File: config.mk
export PLATFORM = sky130hd
export DESIGN_NAME = slrs_top
export DESIGN_NICKNAME = d
export VERILOG_FILES = /design/src/core/slrs_sync2.v /design/src/core/slrs_top.v
export VERILOG_INCLUDE_DIRS = /design/src /design/src/core
export SDC_FILE = /design/constraint.sdc
export NUM_CORES = 1
export LEC_CHECK = 0
export ABC_AREA = 1
export BUFFER_PORTS_ARGS = -buffer_cell sky130_fd_sc_hd__buf_2
export CORE_MARGIN = 2
export CORE_UTILIZATION = 45
export DETAILED_ROUTE_END_ITERATION = 10
export MAX_ROUTING_LAYER = met4
export PLACE_DENSITY = 0.69
export SYNTH_ARGS = -nofsm -noshare
export SYNTH_HDL_FRONTEND = slang
export SYNTH_SLANG_ARGS = --single-unit
File: constraint.sdc
create_clock -name ref_clk -period 2 [get_ports ref_clk]
set_clock_uncertainty 0.2 [all_clocks]
set_input_delay 0.1 -clock ref_clk [delete_from_list [all_inputs] [get_ports ref_clk]]
set_output_delay 0.1 -clock ref_clk [all_outputs]
set_load 0.01 [all_outputs]
File: src/core/slrs_defs.vh
// Purpose: constants for the strap latch and ready status block
// Assumes: included by bare name
// Notes:   bit positions index the packed soft strap word
`ifndef SLRS_DEFS_VH
`define SLRS_DEFS_VH

`define SLRS_STRAP_W        16
`define SLRS_IND_EN_LSB     0
`define SLRS_IND_EN_MSB     2
`define SLRS_IND_FUN_LSB    3
`define SLRS_IND_FUN_MSB    5
`define SLRS_QUAL_BIT       6
`define SLRS_STYLE_BIT      7
`define SLRS_SEL_POL_BIT    8
`define SLRS_RD_POL_BIT     9
`define SLRS_WR_POL_BIT     10
`define SLRS_AS_POL_BIT     11
`define SLRS_TS_EN_BIT      12
`define SLRS_HARD_W         4
`define SLRS_IND_EN_DEF     3'h7
`define SLRS_IND_FUN_DEF    3'h0
`define SLRS_TS_EN_DEF      1'h0
`define SLRS_QUAL_DEF       1'h1
`define SLRS_STYLE_DEF      1'h0
`define SLRS_PIN_W          4
`define SLRS_PLL_SETTLE_NS  1000
`define SLRS_CLK_NS         25

`endif

File: src/core/slrs_sync2.v
// Purpose: two-flop synchroniser for a bundle of pin levels
// Assumes: inputs are asynchronous to ref_clk
// Notes:   first stage feeds only the second stage
`timescale 1ns/10ps
module slrs_sync2 #(
  parameter W = 1
) (
  // clock
  input  wire         ref_clk,
  // async level in, synchronised level out
  input  wire [W-1:0] d,
  output reg  [W-1:0] q_ff
);
  reg [W-1:0] meta_ff;

  always @(posedge ref_clk) begin
    meta_ff <= d;
    q_ff    <= meta_ff;
  end
endmodule

File: src/core/slrs_top.v
// Purpose: strap capture, soft strap override and device ready flag
// Assumes: loader and power manager are logic on ref_clk; strap pins are async
// Notes:   rst is the power-on or pin reset; digital reset is separate
//
// How it works
// RULE1 - ready shown in two status outputs
// RULE2 - ready rises only after loader finishes
// RULE3 - reload command restarts loader, ready low; code ignores it in load and sleep, or if full power drops that cycle
// RULE4 - mac reset runs loader, ready low; code ignores it in load and sleep, or if full power drops that cycle
// RULE5 - non full power state forces ready low
// RULE6 - wake: full power plus pll lock first
// RULE7 - straps latched at reset; hard never overridden
// RULE8 - soft straps sampled at release, then overridden
// RULE9 - pinless soft straps take built-in defaults
// RULE10 - absent memory restores last latched soft straps
// RULE11 - only reset resamples strap pins
// RULE12 - indicator enable strap sets reset value
// RULE13 - indicator function strap sets reset value
// RULE14 - address strobe qualify strap, default one
// RULE15 - access style strap selects strobe scheme
// RULE16 - select polarity strap sets chip select level
// RULE17 - read polarity strap sets read/direction sense
// RULE18 - write polarity strap sets write/enable level
// RULE19 - address strobe polarity strap, default one
// RULE20 - timestamp enable strap sets reset value
// RULE21 - host only reads few registers while not ready
// RULE22 - ready rising edge pulses ready event
// RULE23 - apply loader straps before raising ready
`timescale 1ns/10ps
`include "slrs_defs.vh"
module slrs_top #(
  parameter STRAP_W    = `SLRS_STRAP_W,
  parameter HARD_W     = `SLRS_HARD_W,
  parameter PIN_W      = `SLRS_PIN_W,
  parameter SETTLE_NS  = `SLRS_PLL_SETTLE_NS,
  parameter CLK_NS     = `SLRS_CLK_NS
) (
  // clock and power-on / pin reset
  input  wire               ref_clk,
  input  wire               rst,
  // strap pins (async levels)
  input  wire [HARD_W-1:0]  hard_strap_pins,
  input  wire [PIN_W-1:0]   soft_strap_pins,
  // reset and reload requests
  input  wire               digital_reset_req,
  input  wire               mac_reset_req,
  input  wire               reload_cmd,
  // loader handshake
  output reg                loader_start_ff,
  input  wire               loader_done,
  input  wire               mem_present,
  input  wire               loader_strap_valid,
  input  wire [STRAP_W-1:0] loader_strap_data,
  // power state
  input  wire               full_power_state,
  input  wire               pll_locked,
  // ready status
  output wire               pmc_ready,
  output wire               hwc_ready,
  output reg                ready_rise_ff,
  output wire               loader_busy,
  // captured hard straps
  output reg  [HARD_W-1:0]  hard_strap_ff,
  // strap-driven defaults
  output wire [2:0]         indicator_enable_bits,
  output wire [2:0]         indicator_function_bits,
  output wire               addr_strobe_qualify,
  output wire               access_style,
  output wire               select_polarity,
  output wire               read_polarity,
  output wire               write_polarity,
  output wire               addr_strobe_polarity,
  output wire               timestamp_enable
);
  // pll settle time rounds up to whole cycles
  localparam integer SETTLE_CYC = (SETTLE_NS + CLK_NS - 1) / CLK_NS;
  // wide enough for a settle of a few thousand cycles
  localparam integer CNT_W      = 12;

  // idle: ready, or waiting for capture
  // load: loader running, ready held low
  // sleep: low power state, ready held low
  // wake: settle count and pll lock before ready
  // every entry to wake passes through count zero and lock
  localparam [1:0] ST_IDLE  = 2'h0;
  localparam [1:0] ST_LOAD  = 2'h1;
  localparam [1:0] ST_SLEEP = 2'h2;
  localparam [1:0] ST_WAKE  = 2'h3;

  wire [HARD_W-1:0] hard_sync;
  wire [PIN_W-1:0]  soft_sync;

  // pins pass two flops before any logic reads them
  slrs_sync2 #(.W(HARD_W)) u_hard_sync (
    .ref_clk (ref_clk),
    .d       (hard_strap_pins),
    .q_ff    (hard_sync)
  );

  slrs_sync2 #(.W(PIN_W)) u_soft_sync (
    .ref_clk (ref_clk),
    .d       (soft_strap_pins),
    .q_ff    (soft_sync)
  );

  reg  [1:0]         state_ff;
  reg  [1:0]         nxt_state;
  reg                ready_ff;
  reg                nxt_ready;
  reg  [CNT_W-1:0]   cnt_ff;
  reg  [CNT_W-1:0]   nxt_cnt;
  reg                capture_ff;
  reg  [STRAP_W-1:0] latched_ff;
  reg  [STRAP_W-1:0] active_ff;
  reg  [STRAP_W-1:0] nxt_active;
  reg                got_mem_ff;
  reg                nxt_got_mem;
  reg                nxt_start;
  wire               restart;
  wire [STRAP_W-1:0] pin_word;

  // soft strap sources: one name per pin, plus tie-offs for the pinless straps
  wire               sel_pol_pin;
  wire               rd_pol_pin;
  wire               wr_pol_pin;
  wire               as_pol_pin;
  wire               ts_en_tie;
  wire               qual_tie;
  wire               style_tie;
  wire [2:0]         ind_en_tie;
  wire [2:0]         ind_fun_tie;

  assign sel_pol_pin = soft_sync[0];   // see RULE16
  assign rd_pol_pin  = soft_sync[1];   // see RULE17
  assign wr_pol_pin  = soft_sync[2];   // see RULE18
  assign as_pol_pin  = soft_sync[3];   // see RULE19

  // pinless soft straps carry tie-off defaults
  assign ts_en_tie   = `SLRS_TS_EN_DEF;     // see RULE9 RULE20
  assign qual_tie    = `SLRS_QUAL_DEF;      // see RULE14
  assign style_tie   = `SLRS_STYLE_DEF;     // see RULE15
  assign ind_en_tie  = `SLRS_IND_EN_DEF;    // see RULE12
  assign ind_fun_tie = `SLRS_IND_FUN_DEF;   // see RULE13

  assign pin_word = {{(STRAP_W-`SLRS_TS_EN_BIT-1){1'b0}},
                     ts_en_tie,
                     as_pol_pin,
                     wr_pol_pin,
                     rd_pol_pin,
                     sel_pol_pin,
                     style_tie,
                     qual_tie,
                     ind_fun_tie,
                     ind_en_tie};

  // any reload source starts the loader again without touching the pins
  wire               dig_restart;
  wire               mac_restart;
  wire               cmd_restart;
  assign dig_restart = digital_reset_req;                // see RULE11
  assign mac_restart = mac_reset_req;                    // see RULE4
  assign cmd_restart = reload_cmd;                       // see RULE3
  assign restart     = dig_restart | mac_restart | cmd_restart;

  // strap capture one edge after release so the synchronisers have settled
  always @(posedge ref_clk) begin
    if (rst) begin
      capture_ff    <= 1'b1;
      latched_ff    <= {STRAP_W{1'b0}};
      hard_strap_ff <= {HARD_W{1'b0}};
    end else begin
      capture_ff <= 1'b0;
      if (capture_ff) begin
        latched_ff    <= pin_word;                 // see RULE8 RULE11
        hard_strap_ff <= hard_sync;                // see RULE7
      end
    end
  end

  // memory word counts only if a valid word came while the memory was there
  wire               mem_word_ok;
  assign mem_word_ok = mem_present & (got_mem_ff | loader_strap_valid);

  always @* begin
    nxt_state   = state_ff;
    nxt_ready   = ready_ff;
    nxt_cnt     = cnt_ff;
    nxt_active  = active_ff;
    nxt_got_mem = got_mem_ff;
    nxt_start   = 1'b0;
    case (state_ff)
      ST_IDLE: begin
        if (capture_ff) begin
          nxt_active  = pin_word;                  // see RULE8
          nxt_got_mem = 1'b0;
          nxt_start   = 1'b1;
          nxt_state   = ST_LOAD;
          nxt_ready   = 1'b0;
        end else if (!full_power_state) begin
          nxt_ready = 1'b0;                        // see RULE5
          nxt_state = ST_SLEEP;
        end else if (restart) begin
          nxt_got_mem = 1'b0;
          nxt_start   = 1'b1;
          nxt_ready   = 1'b0;                      // see RULE3 RULE4
          nxt_state   = ST_LOAD;
        end
      end
      // restarts here are ignored; the loader is already running
      ST_LOAD: begin
        if (loader_strap_valid && mem_present) begin
          nxt_active  = loader_strap_data;         // see RULE7 RULE8
          nxt_got_mem = 1'b1;
        end
        if (loader_done) begin
          // erased or missing memory falls back to the last latched word
          if (!mem_word_ok)
            nxt_active = latched_ff;               // see RULE10
          // ready rises a cycle later, after straps have landed
          nxt_state = ST_WAKE;                     // see RULE2 RULE23
          nxt_cnt   = {CNT_W{1'b0}};
        end
      end
      // restarts while asleep are ignored
      ST_SLEEP: begin
        if (full_power_state) begin
          nxt_state = ST_WAKE;
          nxt_cnt   = SETTLE_CYC[CNT_W-1:0];
        end
      end
      ST_WAKE: begin
        if (!full_power_state) begin
          nxt_state = ST_SLEEP;                    // see RULE5
        end else if (restart) begin
          // a stale memory flag must not vouch for the next load
          nxt_got_mem = 1'b0;
          nxt_start = 1'b1;
          nxt_state = ST_LOAD;
        end else if (cnt_ff != {CNT_W{1'b0}}) begin
          nxt_cnt = cnt_ff - {{(CNT_W-1){1'b0}}, 1'b1};
        end else if (pll_locked) begin
          nxt_ready = 1'b1;                        // see RULE2 RULE6
          nxt_state = ST_IDLE;
        end
      end
      default: begin
        nxt_state = ST_IDLE;
      end
    endcase
  end

  // control state and settle counter
  always @(posedge ref_clk) begin
    if (rst) begin
      state_ff <= ST_IDLE;
      cnt_ff   <= {CNT_W{1'b0}};
    end else begin
      state_ff <= nxt_state;
      cnt_ff   <= nxt_cnt;
    end
  end

  // active soft strap word; pin word lands at capture
  always @(posedge ref_clk) begin
    if (rst) begin
      active_ff  <= {STRAP_W{1'b0}};
      got_mem_ff <= 1'b0;
    end else begin
      active_ff  <= nxt_active;
      got_mem_ff <= nxt_got_mem;
    end
  end

  // ready level and its one-cycle companions
  always @(posedge ref_clk) begin
    if (rst) begin
      ready_ff        <= 1'b0;
      loader_start_ff <= 1'b0;
      ready_rise_ff   <= 1'b0;
    end else begin
      ready_ff        <= nxt_ready;
      loader_start_ff <= nxt_start;
      // event pulse lines up with the first cycle ready reads high
      ready_rise_ff   <= nxt_ready & ~ready_ff;    // see RULE22
    end
  end

  // host may only touch a few registers while this is low
  assign pmc_ready   = ready_ff;                   // see RULE1 RULE21
  assign hwc_ready   = ready_ff;                   // see RULE1
  assign loader_busy = (state_ff == ST_LOAD);

  // indicator register defaults
  assign indicator_enable_bits   = active_ff[`SLRS_IND_EN_MSB:`SLRS_IND_EN_LSB];   // see RULE12
  assign indicator_function_bits = active_ff[`SLRS_IND_FUN_MSB:`SLRS_IND_FUN_LSB]; // see RULE13

  // host bus port control defaults
  assign addr_strobe_qualify     = active_ff[`SLRS_QUAL_BIT];     // see RULE14
  assign access_style            = active_ff[`SLRS_STYLE_BIT];    // see RULE15
  assign select_polarity         = active_ff[`SLRS_SEL_POL_BIT];  // see RULE16
  assign read_polarity           = active_ff[`SLRS_RD_POL_BIT];   // see RULE17
  assign write_polarity          = active_ff[`SLRS_WR_POL_BIT];   // see RULE18
  assign addr_strobe_polarity    = active_ff[`SLRS_AS_POL_BIT];   // see RULE19

  // timestamp unit default
  assign timestamp_enable        = active_ff[`SLRS_TS_EN_BIT];    // see RULE20
endmodule

==> reports/qor.txt <==
Min-Delay Path Class: in2reg
Die Area: 0.006206 mm^2
1st-iter DRT viols: 117
Layout cell share with drive strength beyond 1: 0.2662
TritonCTS Sinks: 57
Crit start category: register
Final setup viols: 0
Critical path's largest stage delay: 0.36 ns
# port buffers: 52
Final Max Slew Viols: 0
Post-placement cell count: 463
Crit. End Element: register
Status: completed
TritonCTS Buffers: 9
Post-Layout Cell Count: 504
Crit. Startpoint: state_ff[0]
Mapped Nets: 379
Yosys cell types: 33
Ys async rst share: 0
Worst r2r src: state_ff[0]
Post-route ant nets: 0
Delay-heaviest family, CP: simple AND/OR/NAND/NOR gates
Slowest cell on the critical path: dfxtp_2
Largest net degree at the start of global routing: 16
# rows: 27
Total Routing Usage GR: 0.2065
Total negative setup slack: 0 ns
Buf/Inv on CP: 3
Starting density of the core: 0.4626
Max_cap viols: 0
Die span in y: 78.78 um
Die X: 78.78 um
Total gr overflow: 0
Initial antenna violation count: 0
VDD IR max: 937.8 uV
Vias: 2461
Critical path depth: 9
Pwr Density: 1387 mW/mm^2
#FFs+latches synth: 57
Rel. slew slack: 0.7066
EDFF count, synth: 0
Tcrit/Tclk final: 0.9319
Worst reg2reg path endpoint: active_ff[3]
Worst Max-Slew Pin Slew: 0.4396 ns
Crit path required time: 2.03 ns
Clock Latency Late Sink: 0.34 ns
P&R area growth vs syn: 34.81%
RSZ-0062 raised after global routing: false
FF-to-FF path depth: 9
DRC: 0
Ys flop type: dfxtp_1
CTS clk-pin slew, worst paths: 0.07 ns
Top Ports: 56
Critical Path End: active_ff[3]
CP max FO: 6
GP Congestion: 0.8487
Diode count: 0
Max Fclk: 0.5366 GHz
Yosys warnings: 0
Most common cell on crit path: nand2_1
Crit-path cells: inv_1 > ha_1 > inv_2 > nor2_2 > a21oi_4 > buf_4 > nand2_1 > nand2_1 > nor3_1
Minimum clock period: 1.864 ns
Core ar.: 0.005439 mm^2
Hpwl dp: 3.919 mm
Final hold viol count: 0
Number of fill cells: 474
CTS tree: done
R2R setup slack: 0.14 ns
Crit Path Category: reg2reg
Hold depth: 7
Final WL: 5.945 mm
Vias/cell: 4.883
Clk buf depth: 2
Htree depth: 3
Seq/Total Area, Yosys: 0.4535
Vias in the first global route: 2234
First-pass GRT wire length: 9.701 mm
Drt pass-1 iters: 4
Lkg Pwr: 1.614 nW
Post-Syn Area: 0.002516 mm^2
WL/cell: 11.80 um
CTS root buf: clkbuf_8
Final #Nets: 466
Cells after Synth: 340
Post-Syn Area per Cell: 7.400 um^2
CP arrival: 1.89 ns
worst min-delay path by stage:
stage	startpoint	endpoint	slack, ns
global placement	soft_strap_pins[3]	u_soft_sync.meta_ff[3]	0.002
floorplan	rst	capture_ff	-0.07
global route	loader_strap_data[10]	active_ff[10]	0.06
CTS	loader_strap_data[10]	active_ff[10]	0.03
finish	loader_strap_data[10]	active_ff[10]	0.04
detailed placement	hard_strap_pins[0]	u_hard_sync.meta_ff[0]	0.004
cells by family after synthesis:
family / synth area share
buffers and inverters: 0.06066
xor gates and xnor gates: 0.01044
adders and majority gates: 0.02486
DFF: 0.4535
and+or+nand+nor: 0.3028
AOI/OAI and AO/OA: 0.1477
registers in the layout (all words and copies together), names as in the netlist, 2 cells and up:
signal / flops
active_ff: 13
cnt_ff: 12
hard_strap_ff: 4
latched_ff: 5
state_ff: 2
u_hard_sync.meta_ff: 4
u_hard_sync.q_ff: 4
u_soft_sync.meta_ff: 4
u_soft_sync.q_ff: 4
cells in the final DEF, fill, tap and decap left out, types with 2 or more instances in the layout:
cell type	instances
a21oi_1	15
a21oi_2	8
a21oi_4	2
buf_2	52
buf_4	9
bufinv_16	3
clkbuf_8	9
clkinv_1	2
clkinv_4	2
dfxtp_1	55
dfxtp_2	2
dlygate4sd3_1	22
ha_1	5
inv_1	21
inv_2	3
inv_4	2
inv_6	2
nand2_1	72
nand2_2	10
nand3_1	19
nand3_2	3
nand4_1	2
nor2_1	61
nor2_2	2
nor3_1	6
o211ai_1	4
o21ai_0	23
o21ai_1	3
o21ai_2	2
or2_2	2
xor2_1	2
final cells by class:
class	instances	area [um^2]	area share
clock buffers	9	123.9	0.03652
clock inverters	7	125.1	0.03689
inverters	28	110.1	0.03246
multi-input cells	248	1251	0.3689
flip-flops and latches	57	1144	0.3371
well taps	72	90.09	0.02656
repair buffers	83	548.0	0.1616
where the power goes:
group / switching [W] / internal (W) / total, W
registers: 0.000124 / 0.00133 / 0.00145
clock network: 0.000519 / 0.000840 / 0.00136
logic: 0.00119 / 0.000703 / 0.00189
total: 0.00183 / 0.00287 / 0.00470
worst min-delay path: stages:
cell      delay [ns]
buf_2           0.08
nand2_1         0.04
nand3_1         0.07
o211ai_1        0.08
nand3_1         0.08
nand3_1         0.06
inv_1           0.05
synth_stat cells, types with 2 or more instances:
cell | instances | area share
o211ai_1 | 4 | 0.012
a21oi_2 | 9 | 0.031
nand3_1 | 20 | 0.040
buf_4 | 2 | 0.0060
o21ai_2 | 2 | 0.0070
or2_2 | 2 | 0.0050
ha_1 | 5 | 0.025
inv_2 | 4 | 0.0060
nor3_1 | 6 | 0.012
dfxtp_1 | 57 | 0.45
nand3_2 | 2 | 0.0080
nor2_1 | 62 | 0.092
o21ai_0 | 24 | 0.048
a21oi_1 | 15 | 0.030
nand2_1 | 73 | 0.11
o21ai_1 | 2 | 0.0040
clkbuf_1 | 4 | 0.0060
xor2_1 | 2 | 0.0070
nand4_1 | 2 | 0.0050
nand2_2 | 9 | 0.022
clkinv_1 | 2 | 0.0030
inv_1 | 21 | 0.031
routing by layer:
| metal | wire length [um] | vias to the layer above | track usage |
|---|---|---|---|
| li1 | - | 1276 | - |
| met1 | 2751 | 1118 | 0.2477 |
| met2 | 2766 | 61 | 0.3308 |
| met3 | 346 | 6 | 0.04886 |
| met4 | 80 | 0 | 0.09474 |
| met5 | 0 | - | - |
what timing repair did:
item | CTS | global route
endpoints found under the setup margin | 7 | 11
hold buffers | 22 | 0
cloned | 0 | 1
hold endpoints to repair | 31 | 0
resized for setup | 1 | 8
pin swaps | 0 | 1
setup buffers | 2 | 0
stage by stage:
step                cell area (um^2)  utilization  setup WS [ns]  hold slack, ns  total power [W]
floorplan                       2516            -         0.1813        -0.07228         0.002784
global placement                2874       0.5284        0.06882        0.002074         0.003148
detailed placement              2874       0.5284        0.01707        0.003978         0.003180
CTS                             3363       0.6184        0.03761         0.03112         0.004646
global route                    3392       0.6236       0.002524         0.06116         0.005028
finish                          3392       0.6236         0.1363         0.03753         0.004705
No activity file was read; power rests on OpenSTA's default activity.
